File: src/rtl/timed_output_pkg.sv
// constants shared by the timed output queue and its bench
package timed_output_pkg;

  // ----------------------------------------
  // timing
  // ----------------------------------------
  localparam int CLK_PERIOD_NS = 40;
  localparam int US_PERIOD_NS = 1000;
  localparam int CYCLES_PER_US = US_PERIOD_NS / CLK_PERIOD_NS;

  // ----------------------------------------
  // output area layout
  // ----------------------------------------
  localparam int ENTRY_BYTES = 4;
  localparam int SMALL_ENTRIES = 5;
  localparam int LARGE_ENTRIES = 15;
  localparam int AREA_ADDR_W = 6;
  localparam logic [1:0] ENT_STATE_OFS = 2'h0;
  localparam logic [1:0] ENT_SEQ_OFS = 2'h1;
  localparam logic [1:0] ENT_TIME_LO_OFS = 2'h2;
  localparam logic [1:0] ENT_TIME_HI_OFS = 2'h3;
  localparam int STATE_CH_LSB = 4;
  localparam int SEQ_TERM_BIT = 6;

  // ----------------------------------------
  // queue and status area
  // ----------------------------------------
  localparam int QUEUE_DEPTH = 31;
  localparam logic [1:0] STAT_LAST_OFS = 2'h0;
  localparam logic [1:0] STAT_NEXT_OFS = 2'h1;
  localparam logic [1:0] STAT_STATE_OFS = 2'h2;
  localparam logic [1:0] STAT_COUNT_OFS = 2'h3;
  localparam logic [7:0] LAST_FIX_BITS = 8'h40;
  localparam logic [7:0] NEXT_FIX_BITS = 8'hC0;
  localparam logic [5:0] LAST_SEQ_RST = 6'h00;
  localparam logic [7:0] QS_OK = 8'h00;
  localparam logic [7:0] QS_NO_NEXT = 8'h01;
  localparam logic [7:0] QS_EMPTY = 8'h02;
  localparam logic [7:0] QS_FULL = 8'h03;
  localparam logic [7:0] QS_TERM_FLAG = 8'h80;

endpackage

File: src/rtl/timed_output_queue.sv
// timed four channel output block with entry queue and status area
`timescale 1ns/1ps
`default_nettype none

//  Contract
// - four independent output channels, each with its own level indicator
// - output area holds 5 entries (20 bytes) or 15 entries (60 bytes)
// - each entry is four consecutive bytes, entries packed back to back
// - queue keeps at most 31 entries whatever the area size
// - with a full queue further entries are rejected, queue untouched
// - accepted entry stores time, output state and sequence number together
// - four byte status area readable by the controller
// - status byte 0: last accepted number, bit 6 one, bit 7 zero
// - status byte 1: next number to execute, bits 6 and 7 one
// - queue state 00h right after an entry was stored
// - queue state 01h when no following entry or number mismatch
// - queue state 02h when the queue has no new entries
// - queue state 03h when the queue is full
// - entries after one with bit 6 set are ignored in that write
// - queue state ored with 80h while a terminating entry is queued
// - status byte 3 shows the current number of queued entries
// - fault indicator on overload, short or overheat; run off without bus
// - channel indicator lit while output is one, dark while zero
// - state byte bits 7..4 drive channels 0..3, bits 3..0 zero
// - 32 bit microsecond counter from power-on, wraps, low word used
// - entry state applied when the microsecond low word equals its time
module timed_output_queue #(
  parameter int CHANNELS = 4,
  parameter int DEPTH = timed_output_pkg::QUEUE_DEPTH
) (
  // clock and reset
  input wire logic clk,
  input wire logic arst_n,
  // configuration: high selects the 60 byte area
  input wire logic area_large,
  // output area byte writes and end of area write
  input wire logic area_wr,
  input wire logic [timed_output_pkg::AREA_ADDR_W-1:0] area_addr,
  input wire logic [7:0] area_wdata,
  input wire logic area_commit,
  // status area reads
  input wire logic stat_rd,
  input wire logic [1:0] stat_addr,
  output logic [7:0] stat_rdata,
  // field pins
  input wire logic overload_pin,
  input wire logic short_pin,
  input wire logic overheat_pin,
  input wire logic bus_ok_pin,
  // outputs and indicators
  output logic [CHANNELS-1:0] chan_out,
  output logic [CHANNELS-1:0] chan_led,
  output logic module_fault_indicator,
  output logic run_led,
  // walk busy, area writes during it are still stored
  output logic walk_busy
);

  localparam int ITEM_W = CHANNELS + 7 + 16;
  localparam int CNT_W = $clog2(DEPTH + 1);
  localparam int AREA_BYTES = timed_output_pkg::LARGE_ENTRIES * timed_output_pkg::ENTRY_BYTES;
  localparam int US_W = $clog2(timed_output_pkg::CYCLES_PER_US);
  localparam logic [US_W-1:0] US_LAST = US_W'(timed_output_pkg::CYCLES_PER_US - 1);

  typedef enum logic [0:0] {WALK_IDLE, WALK_RUN} walk_t;

  // ----------------------------------------
  // pin synchronisers
  // ----------------------------------------
  logic [3:0] pin_meta_reg;
  logic [3:0] pin_sync_reg;

  // two flops per pin before any logic looks at it
  always_ff @(posedge clk or negedge arst_n) begin
    if (!arst_n) begin
      pin_meta_reg <= 4'h0;
      pin_sync_reg <= 4'h0;
    end else begin
      pin_meta_reg <= {bus_ok_pin, overheat_pin, short_pin, overload_pin};
      pin_sync_reg <= pin_meta_reg;
    end
  end

  // fault and run indicators
  always_ff @(posedge clk or negedge arst_n) begin
    if (!arst_n) begin
      module_fault_indicator <= 1'b0;
      run_led <= 1'b0;
    end else begin
      module_fault_indicator <= |pin_sync_reg[2:0];
      run_led <= pin_sync_reg[3];
    end
  end

  // ----------------------------------------
  // microsecond counter
  // ----------------------------------------
  logic [US_W-1:0] presc_reg;
  logic [31:0] us_reg;
  logic us_tick;

  assign us_tick = (presc_reg == US_LAST);

  // prescaler to one microsecond, then free running wrap counter
  always_ff @(posedge clk or negedge arst_n) begin
    if (!arst_n) begin
      presc_reg <= '0;
      us_reg <= 32'h00000000;
    end else begin
      presc_reg <= us_tick ? '0 : presc_reg + 1'b1;
      if (us_tick) begin
        us_reg <= us_reg + 32'h00000001;
      end
    end
  end

  // ----------------------------------------
  // output area shadow
  // ----------------------------------------
  logic [7:0] area_mem [0:AREA_BYTES-1];
  logic [3:0] n_entries;

  assign n_entries = area_large ? 4'(timed_output_pkg::LARGE_ENTRIES)
                                : 4'(timed_output_pkg::SMALL_ENTRIES);

  // byte writes inside the configured area only
  always_ff @(posedge clk) begin
    if (area_wr && (area_addr < {n_entries, 2'b00})) begin
      area_mem[area_addr] <= area_wdata;
    end
  end

  // byte address of one field of one entry
  function automatic logic [5:0] ent_addr(input logic [3:0] idx, input logic [1:0] ofs);
    ent_addr = {idx, ofs};
  endfunction

  // ----------------------------------------
  // area walk into the queue
  // ----------------------------------------
  walk_t walk_reg;
  logic [3:0] idx_reg;
  logic [5:0] last_seq_reg;
  logic [7:0] cur_state;
  logic [7:0] cur_seq;
  logic [15:0] cur_time;
  logic [5:0] exp_seq;
  logic seq_match;
  logic seq_repeat;
  logic last_idx;
  logic push_valid;
  logic push_ready;
  logic push_fire;
  logic [ITEM_W-1:0] push_item;

  assign cur_state = area_mem[ent_addr(idx_reg, timed_output_pkg::ENT_STATE_OFS)];
  assign cur_seq = area_mem[ent_addr(idx_reg, timed_output_pkg::ENT_SEQ_OFS)];
  assign cur_time = {area_mem[ent_addr(idx_reg, timed_output_pkg::ENT_TIME_HI_OFS)],
                     area_mem[ent_addr(idx_reg, timed_output_pkg::ENT_TIME_LO_OFS)]};
  assign exp_seq = last_seq_reg + 6'h01;
  assign seq_match = (cur_seq[5:0] == exp_seq) && !cur_seq[7];
  assign seq_repeat = (cur_seq[5:0] == last_seq_reg);
  assign last_idx = (idx_reg == n_entries - 4'h1);
  assign push_valid = (walk_reg == WALK_RUN) && seq_match;
  assign push_fire = push_valid && push_ready;
  // state nibble, six bit number with end mark, time
  assign push_item = {cur_state[7:timed_output_pkg::STATE_CH_LSB],
                      cur_seq[6:0], cur_time};
  assign walk_busy = (walk_reg == WALK_RUN);

  // one entry per cycle; stops on end mark, full queue or area end
  always_ff @(posedge clk or negedge arst_n) begin
    if (!arst_n) begin
      walk_reg <= WALK_IDLE;
      idx_reg <= 4'h0;
    end else begin
      unique case (walk_reg)
        WALK_IDLE: begin
          if (area_commit) begin
            walk_reg <= WALK_RUN;
            idx_reg <= 4'h0;
          end
        end
        WALK_RUN: begin
          if ((push_fire && cur_seq[timed_output_pkg::SEQ_TERM_BIT])
              || (push_valid && !push_ready) || last_idx) begin
            walk_reg <= WALK_IDLE;
          end else begin
            idx_reg <= idx_reg + 4'h1;
          end
        end
      endcase
    end
  end

  // last accepted number follows every stored entry
  always_ff @(posedge clk or negedge arst_n) begin
    if (!arst_n) begin
      last_seq_reg <= timed_output_pkg::LAST_SEQ_RST;
    end else if (push_fire) begin
      last_seq_reg <= cur_seq[5:0];
    end
  end

  // ----------------------------------------
  // queue and execution
  // ----------------------------------------
  logic head_valid;
  logic pop_fire;
  logic [ITEM_W-1:0] head_item;
  logic [CNT_W-1:0] fill;
  logic [15:0] head_time;
  logic [6:0] head_seq;
  logic [CHANNELS-1:0] head_state;

  entry_fifo #(
    .WIDTH(ITEM_W),
    .DEPTH(DEPTH),
    .CNT_W(CNT_W)
  ) u_fifo (
    .clk(clk),
    .arst_n(arst_n),
    .in_valid(push_valid),
    .in_ready(push_ready),
    .in_data(push_item),
    .out_valid(head_valid),
    .out_ready(pop_fire),
    .out_data(head_item),
    .count(fill)
  );

  assign head_time = head_item[15:0];
  assign head_seq = head_item[22:16];
  assign head_state = head_item[ITEM_W-1:23];
  assign pop_fire = head_valid && (us_reg[15:0] == head_time);

  // state byte bit 7 drives channel 0, bit 4 channel 3
  genvar ch;
  generate
    for (ch = 0; ch < CHANNELS; ch++) begin : g_chan
      always_ff @(posedge clk or negedge arst_n) begin
        if (!arst_n) begin
          chan_out[ch] <= 1'b0;
          chan_led[ch] <= 1'b0;
        end else if (pop_fire) begin
          chan_out[ch] <= head_state[CHANNELS-1-ch];
          chan_led[ch] <= head_state[CHANNELS-1-ch];
        end
      end
    end
  endgenerate

  // ----------------------------------------
  // status area
  // ----------------------------------------
  logic [7:0] code_reg;
  logic [CNT_W-1:0] term_cnt_reg;
  logic [7:0] stat_byte [0:3];
  logic drain_empty;

  assign drain_empty = pop_fire && !push_fire && (fill == CNT_W'(1));

  // queue state code, walk events win over the drain event
  always_ff @(posedge clk or negedge arst_n) begin
    if (!arst_n) begin
      code_reg <= timed_output_pkg::QS_EMPTY;
    end else if (push_valid && !push_ready) begin
      code_reg <= timed_output_pkg::QS_FULL;
    end else if (push_fire) begin
      code_reg <= timed_output_pkg::QS_OK;
    end else if (walk_reg == WALK_RUN && !seq_match && !seq_repeat) begin
      code_reg <= timed_output_pkg::QS_NO_NEXT;
    end else if (drain_empty) begin
      code_reg <= timed_output_pkg::QS_EMPTY;
    end
  end

  // number of queued entries that carry the end mark
  always_ff @(posedge clk or negedge arst_n) begin
    if (!arst_n) begin
      term_cnt_reg <= '0;
    end else begin
      term_cnt_reg <= term_cnt_reg
                      + CNT_W'(push_fire && cur_seq[timed_output_pkg::SEQ_TERM_BIT])
                      - CNT_W'(pop_fire && head_seq[timed_output_pkg::SEQ_TERM_BIT]);
    end
  end

  assign stat_byte[0] = timed_output_pkg::LAST_FIX_BITS | {2'b00, last_seq_reg};
  assign stat_byte[1] = timed_output_pkg::NEXT_FIX_BITS
                        | {2'b00, head_valid ? head_seq[5:0] : exp_seq};
  assign stat_byte[2] = code_reg
                        | ((term_cnt_reg != '0) ? timed_output_pkg::QS_TERM_FLAG : 8'h00);
  assign stat_byte[3] = 8'(fill);

  // registered read of one status byte
  always_ff @(posedge clk or negedge arst_n) begin
    if (!arst_n) begin
      stat_rdata <= 8'h00;
    end else if (stat_rd) begin
      stat_rdata <= stat_byte[stat_addr];
    end
  end
endmodule

`default_nettype wire

File: src/rtl/entry_fifo.sv
// synchronous fifo with valid and ready on both sides
`timescale 1ns/1ps
`default_nettype none

module entry_fifo #(
  parameter int WIDTH = 8,
  parameter int DEPTH = 8,
  parameter int CNT_W = $clog2(DEPTH + 1)
) (
  // clock and reset
  input wire logic clk,
  input wire logic arst_n,
  // fill side
  input wire logic in_valid,
  output logic in_ready,
  input wire logic [WIDTH-1:0] in_data,
  // drain side
  output logic out_valid,
  input wire logic out_ready,
  output logic [WIDTH-1:0] out_data,
  // fill level
  output logic [CNT_W-1:0] count
);

  localparam int PTR_W = (DEPTH > 1) ? $clog2(DEPTH) : 1;
  localparam logic [PTR_W-1:0] LAST_PTR = PTR_W'(DEPTH - 1);

  logic [WIDTH-1:0] mem [0:DEPTH-1];
  logic [PTR_W-1:0] wr_ptr_reg;
  logic [PTR_W-1:0] rd_ptr_reg;
  logic [CNT_W-1:0] count_reg;
  logic push;
  logic pop;

  // handshakes from the honest fill level
  assign in_ready = (count_reg != CNT_W'(DEPTH));
  assign out_valid = (count_reg != '0);
  assign push = in_valid && in_ready;
  assign pop = out_valid && out_ready;
  assign out_data = mem[rd_ptr_reg];
  assign count = count_reg;

  // storage
  always_ff @(posedge clk) begin
    if (push) begin
      mem[wr_ptr_reg] <= in_data;
    end
  end

  // pointers with wrap at depth
  always_ff @(posedge clk or negedge arst_n) begin
    if (!arst_n) begin
      wr_ptr_reg <= '0;
      rd_ptr_reg <= '0;
    end else begin
      if (push) begin
        wr_ptr_reg <= (wr_ptr_reg == LAST_PTR) ? '0 : wr_ptr_reg + 1'b1;
      end
      if (pop) begin
        rd_ptr_reg <= (rd_ptr_reg == LAST_PTR) ? '0 : rd_ptr_reg + 1'b1;
      end
    end
  end

  // fill level
  always_ff @(posedge clk or negedge arst_n) begin
    if (!arst_n) begin
      count_reg <= '0;
    end else if (push && !pop) begin
      count_reg <= count_reg + 1'b1;
    end else if (pop && !push) begin
      count_reg <= count_reg - 1'b1;
    end
  end

endmodule

`default_nettype wire

File: config.mk
export PLATFORM = sky130hd
export DESIGN_NAME = timed_output_queue
export DESIGN_NICKNAME = d
export VERILOG_FILES = /design/src/rtl/timed_output_pkg.sv /design/src/rtl/timed_output_queue.sv /design/src/rtl/entry_fifo.sv
export SDC_FILE = /design/constraint.sdc
export NUM_CORES = 1
export LEC_CHECK = 0
export BUFFER_PORTS_ARGS = -buffer_cell sky130_fd_sc_hd__buf_2
export CAP_MARGIN = 40
export CORE_MARGIN = 2
export CORE_UTILIZATION = 45
export CTS_CLUSTER_DIAMETER = 100
export DETAILED_ROUTE_END_ITERATION = 6
export GPL_TIMING_DRIVEN = 0
export PLACE_DENSITY = 0.67
export REMOVE_ABC_BUFFERS = 1
export SETUP_SLACK_MARGIN = 0.1
export SLEW_MARGIN = 30
export SYNTH_ARGS = -nofsm -noshare
export SYNTH_HDL_FRONTEND = slang
export SYNTH_SLANG_ARGS = --single-unit
File: constraint.sdc
create_clock -name clk -period 9.8 [get_ports clk]
set_input_delay 0.49 -clock clk [delete_from_list [all_inputs] [get_ports clk]]
set_output_delay 0.49 -clock clk [all_outputs]
set_load 0.02 [all_outputs]
==> summary.txt <==
Power and ir drop
  • Internal power: 11,100 uW
  • Sw frac: 0.268
  • NetSw: 4070 uW
  • Comb power frac: 0.191
  • Static Leak: between 0.015 and 0.02 uW
  • Clock share of power: 0.316
  • Pwr per Cell Area: 247 mW/mm^2
  • Maximum vdd drop: 0.000193 V
  • Sequential share of power: 0.494

Cells and area
  • Area of the multi-input gates: between 0.01 and 0.015 sq mm
  • Nets: around 2,900
  • Filler cells: roughly 8,700
  • Area growth syn-to-layout: 16.5%
  • Post-route cell area: ~0.061 sq mm
  • Commonest non-fill, non-tap cell in the layout: edfxtp_1
  • Share of layout cells above drive strength 1: 0.244
  • Highest-count cells in the layout ignoring fill and taps: 1,257 x edfxtp_1, 242 x mux4_2, 153 x mux2i_1, 127 x clkbuf_16, 118 x nand2_1
  • Post-route insts no fill: 4,470
  • Seq. cell area: 0.0397 sq mm
  • Antenna cell count: 0
  • Max FFs per register: 837

Route
  • Vias: roughly 27,000
  • Remaining DRCs: 0
  • Vias/cell: between 5 and 6
  • Antenna-violating nets left: 0
  • Detailed Routing Iterations Pass 1: 5
  • Wire per inst: between 20 and 30 um
  • Post-Route WL: 124 mm
  • DRT iter0 DRCs: 3,120

STA
  • Slew HR: 0.392
  • Worst-margin pin slew: 0.911 ns
  • Unrepaired setup endpoints after global routing: false
  • Final Max Slew Viols: 0
  • Post-route clock skew: 0.0225 ns
  • Fin crit share: 0.642
  • Count of final hold-check violations: 0
  • Minimum clock period: about 6.3 ns
  • Setup slack after layout: 3.51 ns
  • Final Setup Violations: 0
  • FMAX: ~0.16 GHz

Yosys
  • Area leader, netlist: edfxtp_1
  • Post-synth EDFFs: 1,257
  • Post-synth top flop: edfxtp_1
  • Avg Cell Area, Syn: a little under 20 sq um
  • Ys Warns: 0
  • Ys async rst share: 0.0570
  • Register area share after synthesis: 0.751
  • Post-synthesis cell type count: 78
  • Synth area leaders: edfxtp_1 72%, mux4_2 10%, dfrtp_1 3.6%
  • Syn Inst Count: 2,690
  • Yosys top cell area share: 0.715
  • Synth Register Bits: 1,333
  • Synth Cell Area: roughly 0.053 sq mm

Flow run
  • Maxcap violations: 0

Place
  • I/O Buffers: 44
  • DP Area: between 0.05 and 0.06 sq mm
  • Setup WS pre-CTS: 3.61 ns
  • Routability Congestion: 0.784
  • Placed instance count: ~4,200
  • Hpwl dp: 79.5 mm

Clock network
  • CTS clk-pin slew, worst paths: 0.06 ns
  • Max H-tree Level: 3
  • Worst skew pair latency: 0.70 ns
  • CTS resizes: 0
  • Num CTS Buffers: 121
  • CTS tree: yes
  • Clock buffer depth: 3
  • CTS root buf: clkbuf_16
  • CTS Sinks: 1,333

Setup path
  • CP endpoint kind: register
  • Critical path required time: 10.40 ns
  • Worst endpoint data arrival time: 6.89 ns
  • Critical path class: register to register
  • CP Max Fanout: 46
  • CP startpoint kind: register

GRT
  • Initial antenna violation count: 1
  • Tot GR Track Use: 0.206
  • Global-route wire length before repair: 182 mm
  • Pin count of the biggest net entering global routing: 61
  • Vias in the first global route: 26,900
  • GRT Residual Overflow: 0

Min path
  • Worst hold path class: primary input to register

Floorplanning
  • Die height: 346 um
  • Die area: between 0.1 and 0.15 sq mm
  • Die width: around 350 um
  • IO Pins: 45
  • # rows: 125
  • Core box area: 0.116 sq mm
  • Starting Density: 0.454

Run status
  • Status: finished clean
==> cell type report <==
cell class              count  share of cell area
clock buffers             146              0.0535
clock inverters            75              0.0124
inverters                  32             0.00206
multi-input cells        1181               0.205
flip-flops and latches   1333               0.645
well taps                1524              0.0310
repair buffers            179              0.0506
==> timing repair <==
action | CTS | global route
hold buffers | 5 | 0
buffers inserted | 0 | 0
endpoints found under the hold margin | 67 | 0
==> kinds of logic after synthesis <==
logic type                 Yosys count  share of synthesized area
adders and majority gates           26                    0.00631
xor gates and xnor gates            53                    0.00879
buffers and inverters              176                     0.0179
AOI/OAI and AO/OA                  271                     0.0326
muxes                              457                      0.150
and+or+nand+nor                    374                     0.0329
DFF                               1333                      0.751
==> final timing paths <==
| kind | start | endpoint | slack (ns) | cells past startpoint |
|---|---|---|---|---|
| min in group asynchronous | arst_n | chan_led[2] | 0.23 | 2 |
| max in group asynchronous | arst_n | code_reg[1] | 8.92 | 3 |
| worst min-delay path | area_wdata[1] | area_mem[25][1] | 0.12 | 1 |
| worst max-delay path | u_fifo.rd_ptr_reg[1] | term_cnt_reg[4] | 3.51 | 20 |
| worst max register to register | u_fifo.rd_ptr_reg[1] | term_cnt_reg[4] | 3.51 | 20 |
| worst min register to register | pin_meta_reg[3] | pin_sync_reg[3] | 0.35 | 0 |
==> worst max-delay path, stage by stage (launching register included) <==
cell and delay, ns:
dfrtp_4 0.76, buf_12 0.32, buf_16 0.27, buf_16 0.28
mux4_2 0.54, a22o_1 0.24, a2111oi_0 0.60, a311oi_1 0.15
xor2_1 0.22, nor3_2 0.25, nand4_2 0.39, or2_4 0.51
a21oi_1 0.25, ha_1 0.17, inv_1 0.04, ha_1 0.21
fa_1 0.44, a21oi_1 0.16, nor2_1 0.05, nor2_1 0.11
xnor2_1 0.15
==> layer usage <==
layer  up-vias  GRT usage  part of all wire  wire (um)
met5         -          0                 0          0
met1     14000      0.275              0.39      48400
met2      1146      0.349              0.50      62200
met4         0     0.0637             0.031       3790
li1      11300          -                 -          -
met3       244     0.0351             0.077       9560
==> power groups by stage <==
stage / sequential (uW) / clock, uW / combinational [uW]
4_1_cts: 7510 / 4860 / 2890
3_3_place_gp: 7970 / 0 / 2210
6_report: 7510 / 4800 / 2900
3_5_place_dp: 7630 / 0 / 2880
2_1_floorplan: 7790 / 0 / 1490
5_1_grt: 7520 / 5090 / 3130
==> cells in the mapped netlist (8+ instances only) <==
| library cell | count |
|---|---|
| and3_1 | 12 |
| o221ai_1 | 22 |
| o21ai_0 | 110 |
| dfrtp_1 | 75 |
| mux2i_1 | 153 |
| mux4_1 | 17 |
| clkbuf_1 | 57 |
| nor2b_1 | 10 |
| edfxtp_1 | 1257 |
| mux2_2 | 41 |
| inv_1 | 29 |
| nor2_1 | 137 |
| nand3_1 | 30 |
| o22ai_1 | 15 |
| nand3b_1 | 15 |
| nand2_1 | 118 |
| o211ai_1 | 8 |
| buf_4 | 16 |
| buf_2 | 37 |
| xor2_1 | 20 |
| a211oi_1 | 9 |
| nand4_1 | 12 |
| a21oi_1 | 43 |
| mux4_2 | 242 |
| a22oi_1 | 8 |
| a22o_1 | 8 |
| ha_1 | 25 |
| buf_1 | 13 |
| xnor2_1 | 33 |
| buf_6 | 17 |
==> stage by stage <==
step / hold slack, ns / power [uW] / utilization / TNS [ns]
after floorplan: 0.194 / 9280 / - / -7.45
after global routing: 0.102 / 15700 / 0.529 / 0
after CTS: 0.0884 / 15300 / 0.528 / 0
final: 0.120 / 15200 / 0.529 / 0
after detailed placement: 0.338 / 10500 / 0.492 / 0
after global placement: 0.341 / 10200 / 0.465 / -3021.86
Note: power is estimated with default switching activity, not from simulation.
